==> src/pkg/fec_pkg.sv <==
// package: constants, types and decode helpers for the flash command block
package fec_pkg;

  // register byte offsets on the apb bus
  localparam logic [7:0] OFS_CMD = 8'h00;
  localparam logic [7:0] OFS_STAT = 8'h04;
  localparam logic [7:0] OFS_PPROT = 8'h08;
  localparam logic [7:0] OFS_EPROT = 8'h0C;
  localparam logic [7:0] OFS_MARGIN = 8'h10;
  localparam logic [7:0] OFS_SEC = 8'h14;
  localparam logic [7:0] OFS_RSV3 = 8'h18;
  localparam logic [7:0] OFS_RSV4 = 8'h1C;
  localparam logic [7:0] OFS_OPT = 8'h20;

  // command codes
  localparam logic [7:0] CMD_ERASE_ALL = 8'h08;
  localparam logic [7:0] CMD_ERASE_BLOCK = 8'h09;
  localparam logic [7:0] CMD_UNSECURE = 8'h0B;
  localparam logic [7:0] CMD_USER_MARGIN = 8'h0D;
  localparam logic [7:0] CMD_FIELD_MARGIN = 8'h0E;
  localparam logic [7:0] CMD_VERIFY_SECT = 8'h10;
  localparam logic [7:0] CMD_PROGRAM_EE = 8'h11;
  localparam logic [7:0] CMD_SECTOR_EE = 8'h12;

  // field positions
  localparam int unsigned CMD_EE_TARGET = 8;
  localparam int unsigned STAT_CCF = 7;
  localparam int unsigned STAT_ACCERR = 5;
  localparam int unsigned STAT_PVIOL = 4;
  localparam int unsigned STAT_BUSY = 3;
  localparam int unsigned STAT_VERR = 1;
  localparam int unsigned PPROT_LOW_DIS = 0;
  localparam int unsigned PPROT_HIGH_DIS = 1;
  localparam int unsigned PPROT_OPEN = 2;
  localparam int unsigned EPROT_OPEN = 0;
  localparam int unsigned SEC_SECURED = 0;
  localparam int unsigned SEC_DEBUG_EN = 1;

  // reset values and fixed values
  localparam logic [2:0] PPROT_RESET = 3'h0;
  localparam logic EPROT_RESET = 1'b0;
  localparam logic [1:0] MARGIN_NORMAL = 2'h0;
  localparam logic [7:0] OPT_RESET = 8'h00;
  localparam logic [7:0] OPT_FAULT = 8'hFF;
  localparam logic [17:0] OPT_GLOBAL_ADDR = 18'h3FF0E;
  localparam logic [31:0] RSV_READ = 32'h0000_0000;

  // controller states
  typedef enum logic [2:0] {
    ST_RST_LOAD, ST_RST_VERIFY, ST_IDLE, ST_WAIT, ST_RUN
  } fec_state_e;

  // concurrency classes of a command
  typedef enum logic [2:0] {
    CL_NONE, CL_MASS, CL_VERIFY, CL_PROG, CL_SECTOR, CL_BAD
  } fec_class_e;

  // array operation handed to the array sequencer
  typedef struct packed {
    logic start;
    logic [7:0] code;
    logic ee_target;
  } fec_array_op_s;

  // nonvolatile byte read during the reset sequence
  typedef struct packed {
    logic req;
    logic [17:0] addr;
  } fec_nvm_rd_s;

  // classify a command code, used at launch and while running
  function automatic fec_class_e fec_class(input logic [7:0] code);
    case (code)
      CMD_ERASE_ALL, CMD_ERASE_BLOCK, CMD_UNSECURE: fec_class = CL_MASS;
      CMD_USER_MARGIN, CMD_FIELD_MARGIN: fec_class = CL_NONE;
      CMD_VERIFY_SECT: fec_class = CL_VERIFY;
      CMD_PROGRAM_EE: fec_class = CL_PROG;
      CMD_SECTOR_EE: fec_class = CL_SECTOR;
      default: fec_class = CL_BAD;
    endcase
  endfunction : fec_class

endpackage : fec_pkg

==> src/fec_op_timer.sv <==
// down counter that times one array operation
`timescale 1ns/1ps
`default_nettype none
module fec_op_timer #(
  parameter int unsigned W = 16
) (
  // clock and reset
  input wire logic pclk,
  input wire logic presetn,
  // control
  input wire logic load,
  input wire logic [W-1:0] load_val,
  input wire logic run,
  // status
  output logic done
);

  logic [W-1:0] cnt_q; // cycles left
  logic [W-1:0] cnt_d; // next count

  // load wins over counting; a stalled run holds the count
  assign cnt_d = load ? load_val :
                 (run && cnt_q != '0) ? cnt_q - 1'b1 : cnt_q;
  assign done = (cnt_q == '0) && !load;

  // count register
  always_ff @(posedge pclk or negedge presetn) begin
    if (!presetn) begin
      cnt_q <= '0;
    end else begin
      cnt_q <= cnt_d;
    end
  end

endmodule : fec_op_timer
`default_nettype wire

==> src/fec_flash_ctrl.sv <==
// flash command sequencer with security, option copy and concurrency arbiter
//
// Functional notes
// - reset verify finds both blank, unsecure device
// - both factory reserved registers read zero
// - option copy readable, writes ignored
// - option copy loaded from fixed address at reset
// - double fault on option read sets all ones
// - erase-all needs every protection bit open
// - erase-block of eeprom needs eeprom open bit
// - unsecure command erases, verifies, releases security
// - user margin set; field margin special only
// - erase verify checks eeprom words blank
// - program one to four eeprom words
// - sector erase clears one eeprom sector
// - only approved pflash/eeprom pairs run together
// - pflash reads take priority over eeprom writes
// - nonnormal margin makes eeprom reads margin reads
// - erase-all and erase-block count as mass erase
// - clearing complete flag launches; set when done
// - unsecure verify failure sets verify error only
//
// The implementer's own choices: the register offsets and the APB interface to the registers.
`timescale 1ns/1ps
`default_nettype none
module fec_flash_ctrl
  import fec_pkg::*;
#(
  parameter int unsigned TW = 16,
  parameter logic [TW-1:0] ERASE_CYCLES = 16'h0100,
  parameter logic [TW-1:0] PROG_CYCLES = 16'h0020,
  parameter logic [TW-1:0] VERIFY_CYCLES = 16'h0010
) (
  // clock and reset
  input wire logic pclk,
  input wire logic presetn,
  // apb slave
  input wire logic psel,
  input wire logic penable,
  input wire logic pwrite,
  input wire logic [7:0] paddr,
  input wire logic [31:0] pwdata,
  output logic [31:0] prdata,
  output logic pready,
  output logic pslverr,
  // mode and array state
  input wire logic special_mode,
  input wire logic pflash_blank,
  input wire logic eeprom_blank,
  // reset-time nonvolatile read
  output fec_nvm_rd_s nvm_rd,
  input wire logic nvm_rd_valid,
  input wire logic [7:0] nvm_rd_data,
  input wire logic nvm_rd_dbl_fault,
  // array sequencer
  output fec_array_op_s array_op,
  // read arbitration
  input wire logic pflash_read_req,
  output logic pflash_read_grant,
  input wire logic eeprom_read_req,
  output logic eeprom_read_grant,
  output logic eeprom_margin_read,
  // security
  output logic secured,
  output logic debug_all_enable
);

  fec_state_e state_q, state_d; // sequencer state
  logic [8:0] cmd_q; // command code plus eeprom target bit
  logic ccf_q; // command complete flag
  logic accerr_q, pviol_q, verr_q; // sticky error flags
  logic [2:0] pprot_q; // pflash protection disables/open
  logic eprot_q; // eeprom protect open
  logic [1:0] margin_req_q; // level requested by software
  logic [1:0] margin_q; // active eeprom margin level
  logic [7:0] opt_q; // nonvolatile option copy
  logic secured_q; // device security state
  logic [31:0] prdata_q; // registered read data
  fec_array_op_s op_q; // start pulse to array

  // bus decode
  wire setup_ph = psel && !penable;
  wire access_ph = psel && penable;
  wire wr_en = access_ph && pwrite;
  wire hit_cmd = paddr == OFS_CMD;
  wire hit_stat = paddr == OFS_STAT;
  wire hit_pprot = paddr == OFS_PPROT;
  wire hit_eprot = paddr == OFS_EPROT;
  wire hit_margin = paddr == OFS_MARGIN;
  wire hit_sec = paddr == OFS_SEC;
  wire hit_rsv = (paddr == OFS_RSV3) || (paddr == OFS_RSV4);
  wire hit_opt = paddr == OFS_OPT;
  wire mapped = hit_cmd || hit_stat || hit_pprot || hit_eprot ||
                hit_margin || hit_sec || hit_rsv || hit_opt;

  // zero-wait slave; unmapped addresses answer with an error
  assign pready = 1'b1;
  assign pslverr = access_ph && !mapped;
  assign prdata = prdata_q;

  // launch: write one to the complete flag while idle and complete
  wire idle = state_q == ST_IDLE;
  wire launch = wr_en && hit_stat && pwdata[STAT_CCF] && ccf_q && idle;
  wire [7:0] code = cmd_q[7:0];
  wire ee_tgt = cmd_q[CMD_EE_TARGET];
  fec_class_e cls;
  assign cls = fec_class(code);
  wire pprot_open = &pprot_q;

  // launch checks
  wire bad_code = cls == CL_BAD;
  wire field_refused = (code == CMD_FIELD_MARGIN) && !special_mode;
  wire erase_all_locked = (code == CMD_ERASE_ALL) &&
                          !(pprot_open && eprot_q);
  wire block_locked = (code == CMD_ERASE_BLOCK) &&
                      (ee_tgt ? !eprot_q : !pprot_open);
  wire l_acc = launch && (bad_code || field_refused);
  wire l_pv = launch && !l_acc && (erase_all_locked || block_locked);
  wire l_margin = launch && !l_acc && (cls == CL_NONE);
  wire l_go = launch && !l_acc && !l_pv && (cls != CL_NONE);

  // pflash reads may only run beside eeprom program or sector erase
  wire run_or_wait = (state_q == ST_RUN) || (state_q == ST_WAIT);
  wire cls_read_ok = (cls == CL_PROG) || (cls == CL_SECTOR);
  wire cmd_blocks_read = run_or_wait && !cls_read_ok;
  wire margin_active = margin_q != MARGIN_NORMAL;

  // read arbitration; pflash reads come first unless a margin level is active
  assign pflash_read_grant = pflash_read_req && !cmd_blocks_read;
  assign eeprom_margin_read = margin_active;
  assign eeprom_read_grant = eeprom_read_req && idle &&
                             (!pflash_read_req || margin_active);

  // conflicting launch waits for the pflash read to finish
  wire conflict = pflash_read_req && !cls_read_ok;

  // operation timing
  logic [TW-1:0] op_len;
  assign op_len = (cls == CL_MASS) ? ERASE_CYCLES :
                  (cls == CL_VERIFY) ? VERIFY_CYCLES : PROG_CYCLES;
  wire start_run = (l_go && !conflict) ||
                   ((state_q == ST_WAIT) && !conflict);
  // program and sector erase pause while a pflash read is served
  wire timer_run = (state_q == ST_RUN) &&
                   !(cls_read_ok && pflash_read_req);
  logic op_done;
  wire run_end = (state_q == ST_RUN) && op_done;
  // one shared timer; its length is picked at load time
  fec_op_timer #(.W(TW)) u_timer (
    .pclk(pclk), .presetn(presetn),
    .load(start_run), .load_val(op_len),
    .run(timer_run), .done(op_done)
  );
  // completion checks
  wire both_blank = pflash_blank && eeprom_blank;
  wire unsec_pass = run_end && code == CMD_UNSECURE && both_blank;
  wire unsec_fail = run_end && code == CMD_UNSECURE && !both_blank;
  wire verify_fail = run_end && code == CMD_VERIFY_SECT && !eeprom_blank;
  wire rst_unsec = (state_q == ST_RST_VERIFY) && both_blank;

  // next state
  always_comb begin
    state_d = state_q;
    case (state_q)
      // wait for the option byte, then one verify cycle
      ST_RST_LOAD: state_d = nvm_rd_valid ? ST_RST_VERIFY : ST_RST_LOAD;
      ST_RST_VERIFY: state_d = ST_IDLE;
      ST_IDLE: begin
        if (l_go) begin
          state_d = conflict ? ST_WAIT : ST_RUN;
        end
      end
      // held launch starts once the pflash read is gone
      ST_WAIT: state_d = conflict ? ST_WAIT : ST_RUN;
      ST_RUN: state_d = op_done ? ST_IDLE : ST_RUN;
      default: state_d = ST_IDLE;
    endcase
  end

  // state register
  always_ff @(posedge pclk or negedge presetn) begin
    if (!presetn) begin
      state_q <= ST_RST_LOAD;
    end else begin
      state_q <= state_d;
    end
  end

  // option copy loaded once during the reset sequence only
  always_ff @(posedge pclk or negedge presetn) begin
    if (!presetn) begin
      opt_q <= OPT_RESET;
    end else if (state_q == ST_RST_LOAD && nvm_rd_valid) begin
      opt_q <= nvm_rd_dbl_fault ? OPT_FAULT : nvm_rd_data;
    end
  end

  assign nvm_rd.req = state_q == ST_RST_LOAD;
  assign nvm_rd.addr = OPT_GLOBAL_ADDR;
  // complete flag: low from launch until the operation ends
  always_ff @(posedge pclk or negedge presetn) begin
    if (!presetn) begin
      ccf_q <= 1'b0;
    end else if (state_q == ST_RST_VERIFY || run_end) begin
      ccf_q <= 1'b1;
    end else if (l_go) begin
      ccf_q <= 1'b0;
    end
  end

  // error flags: write one clears, a new error in the same cycle wins
  wire clr_stat = wr_en && hit_stat;
  always_ff @(posedge pclk or negedge presetn) begin
    if (!presetn) begin
      accerr_q <= 1'b0;
      pviol_q <= 1'b0;
      verr_q <= 1'b0;
    end else begin
      accerr_q <= l_acc ||
                  (accerr_q && !(clr_stat && pwdata[STAT_ACCERR]));
      pviol_q <= l_pv ||
                 (pviol_q && !(clr_stat && pwdata[STAT_PVIOL]));
      verr_q <= unsec_fail || verify_fail ||
                (verr_q && !(clr_stat && pwdata[STAT_VERR]));
    end
  end

  // security: released by blank check at reset or unsecure command
  always_ff @(posedge pclk or negedge presetn) begin
    if (!presetn) begin
      secured_q <= 1'b1;
    end else if (rst_unsec || unsec_pass) begin
      secured_q <= 1'b0;
    end
  end

  assign secured = secured_q;
  assign debug_all_enable = !secured_q;

  // software-written control; command and protection frozen while busy
  always_ff @(posedge pclk or negedge presetn) begin
    if (!presetn) begin
      cmd_q <= 9'h000;
      pprot_q <= PPROT_RESET;
      eprot_q <= EPROT_RESET;
      margin_req_q <= MARGIN_NORMAL;
    end else if (wr_en && idle) begin
      cmd_q <= hit_cmd ? pwdata[8:0] : cmd_q;
      pprot_q <= hit_pprot ? pwdata[2:0] : pprot_q;
      eprot_q <= hit_eprot ? pwdata[EPROT_OPEN] : eprot_q;
      margin_req_q <= hit_margin ? pwdata[1:0] : margin_req_q;
    end
  end

  // margin commands take effect at once, no array time
  always_ff @(posedge pclk or negedge presetn) begin
    if (!presetn) begin
      margin_q <= MARGIN_NORMAL;
    end else if (l_margin) begin
      margin_q <= margin_req_q;
    end
  end

  // array start pulse; mass erase kinds stay in one class
  always_ff @(posedge pclk or negedge presetn) begin
    if (!presetn) begin
      op_q <= '0;
    end else begin
      op_q.start <= start_run;
      op_q.code <= code;
      op_q.ee_target <= ee_tgt;
    end
  end

  assign array_op = op_q;
  // read mux; reserved and unmapped words read zero
  logic [31:0] rd_mux;
  assign rd_mux =
    hit_cmd ? {23'h0, cmd_q} :
    hit_stat ? {24'h0, ccf_q, 1'b0, accerr_q, pviol_q,
                !ccf_q, 1'b0, verr_q, 1'b0} :
    hit_pprot ? {29'h0, pprot_q} :
    hit_eprot ? {31'h0, eprot_q} :
    hit_margin ? {26'h0, margin_q, 2'h0, margin_req_q} :
    hit_sec ? {30'h0, !secured_q, secured_q} :
    hit_opt ? {24'h0, opt_q} : RSV_READ;

  // read data captured in the setup phase
  always_ff @(posedge pclk or negedge presetn) begin
    if (!presetn) begin
      prdata_q <= 32'h0000_0000;
    end else if (setup_ph && !pwrite) begin
      prdata_q <= rd_mux;
    end
  end
endmodule : fec_flash_ctrl
`default_nettype wire

==> config.mk <==
export PLATFORM = sky130hd
export DESIGN_NAME = fec_flash_ctrl
export DESIGN_NICKNAME = d
export VERILOG_FILES = /design/src/pkg/fec_pkg.sv /design/src/fec_op_timer.sv /design/src/fec_flash_ctrl.sv
export SDC_FILE = /design/constraint.sdc
export NUM_CORES = 1
export LEC_CHECK = 0
export ABC_AREA = 1
export BUFFER_PORTS_ARGS = -buffer_cell sky130_fd_sc_hd__buf_2
export CAP_MARGIN = 30
export CORE_ASPECT_RATIO = 0.8
export CORE_MARGIN = 8
export CORE_UTILIZATION = 35
export DETAILED_ROUTE_END_ITERATION = 10
export SYNTH_ARGS = -nofsm -noshare
export SYNTH_HDL_FRONTEND = slang
export SYNTH_SLANG_ARGS = --single-unit
==> constraint.sdc <==
create_clock -name pclk -period 3.7 [get_ports pclk]
set_clock_uncertainty 0.15 [all_clocks]
set_input_delay 0.74 -clock pclk [delete_from_list [all_inputs] [get_ports pclk]]
set_output_delay 0.74 -clock pclk [all_outputs]
set_load 0.01 [all_outputs]
# [Word-level counts from Yosys, hierarchy flattened]
# Memory sizes are Yosys's and may differ from the RTL's.
# Cells that the tools add are included.
[totals] ff_bits=91 latchBits=0 ramBits=0 romBits=96 in_bits=60 out_inout_bits=68 wordCells=166 mem_count=1
[classes] addsub=1 mul=0 div_mod_pow=0 magnitude_cmp=0 n_eq_ne=23 n_shift=0 n_mux=21 n_bitwise=0 reduce_logical=103
[memory_table] memory="(no name shown)" words=32 word_bits=3 rd=1 rd_ports_with_merged_regs=0 wr=0 line="fec_pkg.sv:73" rtl="case (code)"
[ops] operator="8-bit two-way mux" n=7
[ops] operator="8-bit by 4-bit equality test with 1-bit output, second input constant" n=6
[ops] operator="1-bit logical AND" n=46
[ops] operator="8-bit by 5-bit equality test with 1-bit output, second input constant" n=5
[ops] operator="16-bit two-way mux" n=2
[ops] operator="1-bit logical NOT" n=22
[ops] operator="1-bit logical OR" n=20
[ops] operator="9-bit two-way mux" n=2
[ops] operator="16-bit logical NOT" n=1
[ops] operator="16-bit nonzero test" n=1
[ops] operator="16-bit by 1-bit subtractor with 16-bit output, second input constant" n=1
[ops] operator="3-bit by 2-bit equality test with 1-bit output, second input constant" n=4
[ops] operator="3-bit two-way mux" n=4
[ops] operator="3-bit case mux with 4 select lines" n=1
[ops] operator="3-bit equality test, second input constant" n=3
[ops] operator="3-bit logical NOT" n=3
[ops] operator="8-bit by 3-bit equality test with 1-bit output, second input constant" n=1
[ops] operator="8-bit by 6-bit equality test with 1-bit output, second input constant" n=1
[ops] operator="8-bit logical NOT" n=1
[ops] operator="2-bit AND reduction" n=4
[ops] operator="3-bit by 1-bit equality test with 1-bit output, second input constant" n=2
[ops] operator="6-bit two-way mux" n=1
[ops] operator="2-bit nonzero test" n=3
[ops] operator="1-bit two-way mux" n=4
[ops] operator="3 further kinds" n=3

# [Logic depth before layout (Yosys ltp)]
# Gate-level depths: netlist of run 1.
[logic_depth] word_depth=22 mapped_depth=15 ltp_nobuf=15

# [Hierarchy]
# From an unflattened synthesis of run 1, not the netlist that was laid out.
[hier_totals] cells_unflattened=577 hier_area_um2=4275.4
[by_module_without_submodules] module="fec_flash_ctrl" instances=1 cells_per_inst=390 area_per_inst_um2=3079.2 seq_area_each_um2=1302.5
[by_module_without_submodules] module="fec_op_timer" instances=1 cells_per_inst=187 area_per_inst_um2=1196.1 seq_area_each_um2=400.4

# [Worst setup path after synthesis of run 1]
# OpenSTA, ideal clock, no wires.
[synth_timing] path_kind="register to output" start="register cmd_q[1]" end="output port pflash_read_grant" arrival_ps=1495 required_time_ps=2810 setup_slack_ps=1315 stages_incl_launch_ff=10 path_buffers=0 path_cell_list="dfrtp_1 -> inv_1 -> ha_1 -> nand3_1 -> nand2_1 -> nor2_1 -> nor2_2 -> o21ai_1 -> nand2_1 -> o31ai_1"
[synth_between] elab_chain_len=8
[synth_lines] item="start: declaration" line="fec_flash_ctrl.sv:69" rtl="logic [8:0] cmd_q;"
[synth_lines] item="start signal: assignment" line="fec_flash_ctrl.sv:248" rtl="cmd_q <= hit_cmd ? pwdata[8:0] : cmd_q;"
[synth_lines] item="memory read 32 x 3 bit *"
[synth_lines] item="3-bit two-way mux *" line="fec_pkg.sv:73"
[synth_lines] item="3-bit by 2-bit equality test with 1-bit output or 3-bit equality test (tied branches)" line="fec_flash_ctrl.sv:124" rtl="wire cls_read_ok = (cls == CL_PROG) || (cls == CL_SECTOR);"
[synth_lines] item="1-bit logical OR *" line="fec_flash_ctrl.sv:124"
[synth_lines] item="1-bit logical NOT *" line="fec_flash_ctrl.sv:125" rtl="wire cmd_blocks_read = run_or_wait && !cls_read_ok;"
[synth_lines] item="1-bit logical AND *" line="fec_flash_ctrl.sv:125"
[synth_lines] item="1-bit logical NOT *" line="fec_flash_ctrl.sv:129" rtl="assign pflash_read_grant = pflash_read_req && !cmd_blocks_read;"
[synth_lines] item="1-bit logical AND *" line="fec_flash_ctrl.sv:129"
[synth_lines] item="end: declaration" line="fec_flash_ctrl.sv:59" rtl="output logic pflash_read_grant,"
# Every way passes the cells marked *; elsewhere a longest branch is shown, timed or not.

# [Worst setup path after layout of run 1]
[layout_timing] start="register cmd_q[0]" end="output port pflash_read_grant"
# Same word-level chain as after synthesis.

==> impl_metrics.json, run 1 <==
{
  "cp.arrival_ns": 2.26,
  "grt_busiest_layer": "met1",
  "power_leakage_nw": 2.37,
  "grt_pass1_wl_mm": 16.5,
  "startpoint_type": "flop",
  "dp_cells": 702,
  "route.detailed.drc": 0,
  "grt_pass1_vias": 3342,
  "setup_slack_ns": 0.550,
  "synth_compound_area_share_pct": 14.5,
  "drtIter0Drc": 267,
  "slew_viol_final": 0,
  "synth_cell_types": 41,
  "met2_usage_pct": 19.1,
  "yosys_warnings": 0,
  "cts.clk_slew.worst_paths_ns": 0.06,
  "cts_tree": "built",
  "ant_nets": 0,
  "cts_buffers": 9,
  "gp_congestion": 0.852,
  "grt_max_degree": 36,
  "synthMuxAreaShare_pct": 0,
  "seq_area_frac_synth_pct": 42.5,
  "place_hpwl_mm": 7.95,
  "post-cts-setup-buffers": 0,
  "synth-simple-area-share_pct": 23.0,
  "io_pins": 128,
  "power_mw": 2.24,
  "fin_nets": 630,
  "synth-seq-cells": 68,
  "drive_gt1_share_pct": 19.5,
  "num_vias": 3317,
  "grt_antenna_before_repair": 0,
  "avgRoutedWirePerCell_um": 14.2,
  "synthAdderAreaFrac_pct": 1.56,
  "viasPerCell": 4.62,
  "cts.path.max_buffers": 2,
  "clock-sinks": 68,
  "synth-xor-area-share_pct": 2.41,
  "stdcell_area_mm2": 0.00464,
  "cp.required_ns": 2.81,
  "maxCapViolCount": 0,
  "num-fill-cells": 1138,
  "worst_hold_path_type": "flop to flop",
  "criticalPathCategory": "flop to output pin",
  "fp.dieW_um": 136,
  "ys.flop_type": "dfrtp_1",
  "period_share_pct": 85.1,
  "placed_area_mm2": 0.00432,
  "utilization_pct": 40.9,
  "synthArstFlopShare_pct": 100,
  "synth_top_family_by_area": "simple AND/OR/NAND/NOR gates",
  "slew_headroom_pct": 45.4,
  "synth-edff-count": 0,
  "hold_slack_ns": 0.278,
  "grt_util_all_layers_pct": 13.5,
  "hold_viol": 0,
  "ctsHoldBuffers": 0,
  "core_mm2": 0.0113,
  "synth.avg_cell_area_um2": 8.04,
  "dieArea_mm2": 0.0151,
  "dp_slack_ns": 0.858,
  "overflow": 0,
  "die-height_um": 112,
  "first_pass_iters": 5,
  "instances_no_fill": 718,
  "initial_core_util_pct": 35.3,
  "cp-end-kind": "output pin",
  "use_met1_pct": 19.5,
  "ir_drop_uv": 236,
  "diodes": 0,
  "status": "finished clean",
  "cts_resized": 0,
  "setup_violations": 0,
  "regArea_mm2": 0.00170,
  "layout-area-overhead-vs-synth_pct": 16.0,
  "crit_fanout": 6,
  "grt_use_met3_pct": 3.06,
  "htreeDepth": 3,
  "worst_pin_slew_ns": 0.820,
  "multi_input_area_mm2": 0.00182,
  "wirelength_mm": 10.2,
  "numPortBuffers": 62,
  "min_period_ns": 3.15,
  "fp-row-count": 35,
  "clk_latency_ns": 0.34,
  "syn_inst": 498,
  "rsz0062_at_grt": "false",
  "p_per_area_mw_per_mm2": 482,
  "tns_ns": 0,
  "synth_area_mm2": 0.00400,
  "max_freq_mhz": 317,
  "cts_root_buf": "clkbuf_16"
}
layer usage:
| layer | vias to the layer above | share of wire (%) |
|---|---|---|
| met5 | - | 0 |
| met4 | 0 | 1.3 |
| met3 | 10 | 6.7 |
| met2 | 110 | 42 |
| met1 | 1527 | 50 |
| li1 | 1670 | - |
cells in the final DEF (no fill, tap or decap), types with 6 or more instances in the layout:
cell,count
a21oi_1,18
nor2_2,9
o21ai_0,46
nor3_1,10
xnor2_1,6
dfrtp_1,67
clkbuf_16,9
o22ai_1,9
inv_1,71
buf_2,62
conb_1,42
nand4_1,9
nor2_1,46
nand2_1,85
nand3_1,19
o31ai_2,6
kinds of logic (layout without fill, tap and decap cells):
family / count (synthesis) / in the layout
AO/OA/AOI/OAI: 94 / 94
XOR/XNOR: 11 / 11
adder cells (fa/ha/maj): 5 / 5
buffers and inverters: 121 / 153
flip-flops: 68 / 68
other: 2 / 42
AND/OR/NAND/NOR: 197 / 197
sequential cells by signal, summed over array words and instances (netlist names):
name,count
pprot_q,3
eprot_q,1
cmd_q,9
state_q,3
verr_q,1
secured,1
margin_q,2
pviol_q,1
opt_q,8
ccf_q,1
u_timer.cnt_q,16
array_op,10
prdata,9
margin_req_q,2
accerr_q,1
worst max-delay path: stages (launching register included):
cell and delay, ns:
dfrtp_1 0.48, inv_1 0.12, ha_1 0.30, nand3_1 0.09, nand2_1 0.09, nor2_1 0.13, nor2_2 0.07, o21ai_1 0.22
nand2_1 0.13, o31ai_1 0.10, buf_2 0.19
path summary, 6_finish.rpt:
path / startpoint / endpoint / slack, ns / cells after the start
hold / removal: cmd_q[6] / array_op[7] / 0.28 / 0
setup / recovery: cmd_q[0] / pflash_read_grant / 0.55 / 10
max in group asynchronous: presetn / secured / 2.33 / 2
min in group asynchronous: presetn / array_op[3] / 0.35 / 1
hold reg to reg: cmd_q[6] / array_op[7] / 0.28 / 0
setup reg to reg: cmd_q[0] / u_timer.cnt_q[4] / 1.02 / 14
layout make-up:
class                      instances  share of cell area (%)
inverter                          74                    6.09
clock inverter                     7                    2.13
clock buffer                       9                    4.85
timing repair buffer              63                    7.11
multi-input combinational        349                    39.2
sequential                        68                    36.7
tap                              148                    3.99
synthesized netlist by cell type (4+ instances only):
library cell / count / share of area, %
a21oi_1: 18 / 2.3
buf_4: 42 / 7.9
dfrtp_1: 67 / 42
ha_1: 5 / 1.6
inv_1: 71 / 6.7
nand2_1: 85 / 8.0
nand2_2: 5 / 0.78
nand3_1: 19 / 2.4
nand4_1: 9 / 1.4
nor2_1: 46 / 4.3
nor2_2: 9 / 1.4
nor3_1: 10 / 1.3
nor4_1: 4 / 0.63
o21ai_0: 46 / 5.8
o22ai_1: 9 / 1.4
o31ai_1: 5 / 0.94
o31ai_2: 6 / 1.9
xnor2_1: 6 / 1.3
xor2_1: 5 / 1.1
power breakdown:
part           switching [mW]  internal (mW)  total, mW
clock network           0.349          0.595      0.944
logic                   0.310          0.141      0.450
registers              0.0386          0.807      0.845
total                   0.697           1.54       2.24
Note: power is estimated with default switching activity, not from simulation.
==> run 2: changes to the inputs <==
- CORE_ASPECT_RATIO: 0.8 -> 0.6
==> impl_metrics.json, run 2 (synthesized netlist as in run 1, its figures left out) <==
{
  "num-fill-cells": 1134,
  "numPortBuffers": 62,
  "dieArea_mm2": 0.0152,
  "drive_gt1_share_pct": 19.4,
  "rsz0062_at_grt": "false",
  "htreeDepth": 3,
  "grt_pass1_wl_mm": 17.2,
  "slew_viol_final": 0,
  "fp.dieW_um": 154,
  "fin_nets": 631,
  "gp_congestion": 0.898,
  "slowest_delay_ns": 0.49,
  "grt_antenna_before_repair": 0,
  "layout_commonest_cell": "nand2_1",
  "cts_root_buf": "clkbuf_16",
  "ir_drop_uv": 218,
  "cp.arrival_ns": 2.37,
  "worst_pin_slew_ns": 0.704,
  "grt_util_all_layers_pct": 14.2,
  "viasPerCell": 4.70,
  "hold_viol": 0,
  "layout-area-overhead-vs-synth_pct": 15.3,
  "num_vias": 3361,
  "maxCapViolCount": 0,
  "largest_reg_flops": 16,
  "power_mw": 2.16,
  "cts.path.max_buffers": 2,
  "ant_nets": 0,
  "placed_area_mm2": 0.00431,
  "core_mm2": 0.0112,
  "cp.required_ns": 2.81,
  "hold_slack_ns": 0.263,
  "avgRoutedWirePerCell_um": 14.7,
  "status": "finished clean",
  "setup_slack_ns": 0.445,
  "power_leakage_nw": 2.37,
  "startpoint_type": "flop",
  "drtIter0Drc": 255,
  "crit_fanout": 6,
  "place_hpwl_mm": 8.40,
  "clock-sinks": 68,
  "worstPathCellList": "inv_1, ha_1, nand3_1, nand2_1, nor2_1, nor2_2, o21ai_1, nand2_1, o31ai_1, buf_2",
  "grt_pass1_vias": 3324,
  "wirelength_mm": 10.5,
  "cp_common_cell": "nand2_1",
  "p_per_area_mw_per_mm2": 469,
  "stdcell_area_mm2": 0.00461,
  "post-cts-setup-buffers": 0,
  "overflow": 0,
  "grt_max_degree": 33,
  "cts_tree": "built",
  "cts.clk_slew.worst_paths_ns": 0.06,
  "period_share_pct": 88.0,
  "dp_cells": 699,
  "ctsHoldBuffers": 0,
  "critPathSlowestCell": "dfrtp_1",
  "tns_ns": 0,
  "utilization_pct": 41.1,
  "initial_core_util_pct": 35.7,
  "clk_latency_ns": 0.33,
  "criticalPathCategory": "flop to output pin",
  "fp-row-count": 30,
  "cts_buffers": 9,
  "setup_violations": 0,
  "diodes": 0,
  "slew_headroom_pct": 52.7,
  "largest-register": "u_timer.cnt_q",
  "cts_resized": 0,
  "route.detailed.drc": 0,
  "die-height_um": 98.8,
  "io_pins": 128,
  "final_cell_mix": "85 x nand2_1, 71 x inv_1, 67 x dfrtp_1",
  "cp-end-kind": "output pin",
  "min_period_ns": 3.26,
  "dp_slack_ns": 0.814,
  "max_freq_mhz": 307,
  "worst_hold_path_type": "flop to flop",
  "first_pass_iters": 5,
  "instances_no_fill": 715
}
==> run 2: changes by cell type in the layout (fill, tap and decap cells not counted) <==
cell       delta
buf_4         +2
clkbuf_8      +2
inv_6         -2
buf_12        -1
bufinv_16     -1
clkbuf_1      +1
clkinv_2      +1
clkinv_4      -1
==> run 2: report_power, final <==
| group | leakage [nW] | internal (mW) | switching, mW |
|---|---|---|---|
| combinational | 1.37 | 0.140 | 0.310 |
| sequential | 0.851 | 0.807 | 0.0404 |
| clock | 0.149 | 0.556 | 0.310 |
==> run 2: worst max-delay path, delay by kind of cell, from the launching register on <==
| kind | cells | cell delay [ns] |
|---|---|---|
| buf+inv | 2 | 0.33 |
| flops | 1 | 0.49 |
| simple gates | 5 | 0.54 |
| fa+ha+maj | 1 | 0.31 |
| compound gates | 2 | 0.36 |
==> run 2: path summary, 6_finish.rpt <==
| check | startpoint | endpoint | slack (ns) | depth (start not counted) |
|---|---|---|---|---|
| worst max register to register | cmd_q[0] | u_timer.cnt_q[4] | 0.92 | 14 |
| worst max-delay path | cmd_q[0] | pflash_read_grant | 0.44 | 10 |
| max in group asynchronous | presetn | secured | 2.28 | 2 |
| min in group asynchronous | presetn | array_op[0] | 0.31 | 1 |
| worst min-delay path | cmd_q[6] | array_op[7] | 0.26 | 0 |
| worst min register to register | cmd_q[6] | array_op[7] | 0.26 | 0 |
==> run 2: per-layer routing <==
layer | up-vias | part of all wire (%) | track usage (%)
met5 | - | 0 | 0
met4 | 0 | 1.3 | 4.72
met3 | 9 | 8.3 | 3.63
li1 | 1666 | - | -
met2 | 155 | 39 | 19.2
met1 | 1531 | 52 | 21.2
==> run 2: layout make-up <==
type	count	area (µm²)	area share (%)
clock buffers	12	256	5.56
clock inverters	4	47.5	1.03
inverters	74	283	6.13
multi-input cells	349	1820	39.4
flip-flops and latches	68	1700	36.9
well taps	144	180	3.91
repair buffers	64	325	7.05
==> run 3: changes to the inputs <==
- ABC_AREA: 1 -> unset
==> impl_metrics.json, run 3 <==
{
  "ys.flop_type": "dfrtp_1",
  "cp.required_ns": 2.81,
  "cts_root_buf": "clkbuf_16",
  "htreeDepth": 3,
  "hold_viol": 0,
  "status": "finished clean",
  "synth_most_common_cell": "dfrtp_1",
  "synth.avg_cell_area_um2": 9.49,
  "sequentialPowerShare_pct": 43.4,
  "crit_fanout": 8,
  "io_pins": 128,
  "drtIter0Drc": 210,
  "synth_top_cell_by_area": "dfrtp_1",
  "seq_area_frac_synth_pct": 44.9,
  "largest-register": "u_timer.cnt_q",
  "netSwitchingFraction_pct": 23.3,
  "synth_common_cells": "67 x dfrtp_1, 49 x nor2_1, 43 x buf_4, 39 x nand2_1, 18 x nand3_1",
  "max_freq_mhz": 318,
  "first_pass_iters": 4,
  "yosysTopAreaCellShare_pct": 44.2,
  "grt_antenna_before_repair": 0,
  "slew_viol_final": 0,
  "startpoint_type": "flop",
  "num_vias": 3020,
  "rsz0062_at_grt": "false",
  "viasPerCell": 4.97,
  "wirelength_mm": 9.97,
  "yosys_warnings": 0,
  "placed_area_mm2": 0.00408,
  "fin_nets": 529,
  "cts.path.max_buffers": 2,
  "min_period_ns": 3.14,
  "dieArea_mm2": 0.0145,
  "place_hpwl_mm": 7.70,
  "numPortBuffers": 62,
  "route.detailed.drc": 0,
  "worst_hold_path_type": "flop to flop",
  "cts.clk_slew.worst_paths_ns": 0.05,
  "grt_pass1_vias": 3025,
  "largest_reg_flops": 16,
  "overflow": 0,
  "stdcell_area_mm2": 0.00440,
  "p_int_mw": 1.35,
  "cp-end-kind": "output pin",
  "cts_tree": "built",
  "clock-sinks": 68,
  "layout_commonest_cell": "dfrtp_1",
  "grt_util_all_layers_pct": 14.0,
  "core_mm2": 0.0106,
  "die-height_um": 96.7,
  "initial_core_util_pct": 35.9,
  "final_cell_mix": "67 x dfrtp_1, 62 x buf_2, 49 x nor2_1",
  "maxCapViolCount": 0,
  "power_switching_uw": 413,
  "critPathSlowestCell": "dfrtp_1",
  "period_share_pct": 85.0,
  "grt_max_degree": 69,
  "synth_cell_types": 54,
  "gp_congestion": 0.841,
  "clk_latency_ns": 0.33,
  "avgRoutedWirePerCell_um": 16.4,
  "hold_slack_ns": 0.340,
  "synth-seq-cells": 68,
  "ir_drop_uv": 227,
  "power_leakage_nw": 2.10,
  "criticalPathCategory": "flop to output pin",
  "cts_buffers": 9,
  "fp.dieW_um": 150,
  "synth-edff-count": 0,
  "synth_area_leaders": "dfrtp_1 44%, buf_4 8.5%, nor2_1 4.8%",
  "diodes": 0,
  "cp.arrival_ns": 2.25,
  "worst_pin_slew_ns": 0.984,
  "synth_area_mm2": 0.00379,
  "synthArstFlopShare_pct": 100,
  "grt_pass1_wl_mm": 16.0,
  "cts_resized": 0,
  "comb_power_share_pct": 6.9,
  "layout-area-overhead-vs-synth_pct": 15.8,
  "p_clk_share_pct": 49.7,
  "ant_nets": 0,
  "slowest_delay_ns": 0.53,
  "slew_headroom_pct": 34.3,
  "syn_inst": 400,
  "drive_gt1_share_pct": 23.7,
  "worstPathCellList": "inv_1, ha_1, nand4b_1, nand3_1, a21o_1, a21boi_0, buf_2",
  "post-cts-setup-buffers": 0,
  "fp-row-count": 29,
  "p_per_area_mw_per_mm2": 402,
  "tns_ns": 0,
  "ctsHoldBuffers": 0,
  "setup_violations": 0
}
run 3: cell types whose count changed after synthesis, moves of 6 or more:
cell / delta
nand2_1: -46
a21oi_1: -6
nor2_2: -9
xnor2_1: +9
o22ai_1: -9
inv_1: -60
mux2_2: +16
buf_2: +6
nand4_1: -7
o21ai_0: -30
run 3: cells by family after synthesis:
family	count (synthesis)	synth area share, %
compound gates	57	9.96
xor+xnor	15	3.46
fa+ha+maj	5	1.65
buf+inv	65	11.2
flops	68	44.9
mux	20	5.80
other cells	2	0.198
simple gates	168	22.9
run 3: area by class of cell:
type,count,area (µm²)
sequential,68,1700
tap,139,174
clock buffer,11,253
multi-input combinational,307,1820
clock inverter,5,58.8
fill,1060,6160
inverter,11,41.3
timing repair buffer,67,348
run 3: path summary, 6_finish.rpt:
kind | start | end | slack (ns) | cells past startpoint
setup / recovery | cmd_q[1] | pflash_read_grant | 0.56 | 7
hold / removal | prdata[4] | prdata[4] | 0.34 | 2
setup reg to reg | cmd_q[1] | u_timer.cnt_q[4] | 0.88 | 9
hold reg to reg | prdata[4] | prdata[4] | 0.34 | 2
max in group asynchronous | presetn | u_timer.cnt_q[6] | 2.37 | 2
min in group asynchronous | presetn | prdata[8] | 0.46 | 2
run 3: power groups by stage:
stage               sequential (mW)  clock [mW]  combinational (mW)
floorplan                     0.783           0              0.0872
global placement              0.779           0               0.120
detailed placement            0.779           0               0.121
CTS                           0.766       0.904               0.122
global route                  0.768       0.934               0.137
finish                        0.767       0.878               0.123
run 3: metrics by stage:
stage	cells	worst slack, ns	util, %	power [mW]
floorplan	440	1.03	-	0.870
global placement	592	0.750	38.7	0.899
detailed placement	592	0.652	38.7	0.901
CTS	608	0.538	41.6	1.79
global route	608	0.434	41.6	1.84
finish	608	0.557	41.6	1.77
run 3: critical path, delay by kind of cell, from the launching register on:
kind,cells,cell delay (ns)
compound gates,2,0.47
buf+inv,2,0.32
fa+ha+maj,1,0.30
simple gates,2,0.29
flops,1,0.53
run 3: layer usage:
layer  vias to the layer above  routed length, µm  GRT usage [%]
met5                         -                  0              0
met4                         0                 85           4.13
met3                         6               1020           5.16
met2                       130               3990           18.6
met1                      1457               4870           20.2
li1                       1427                  -              -
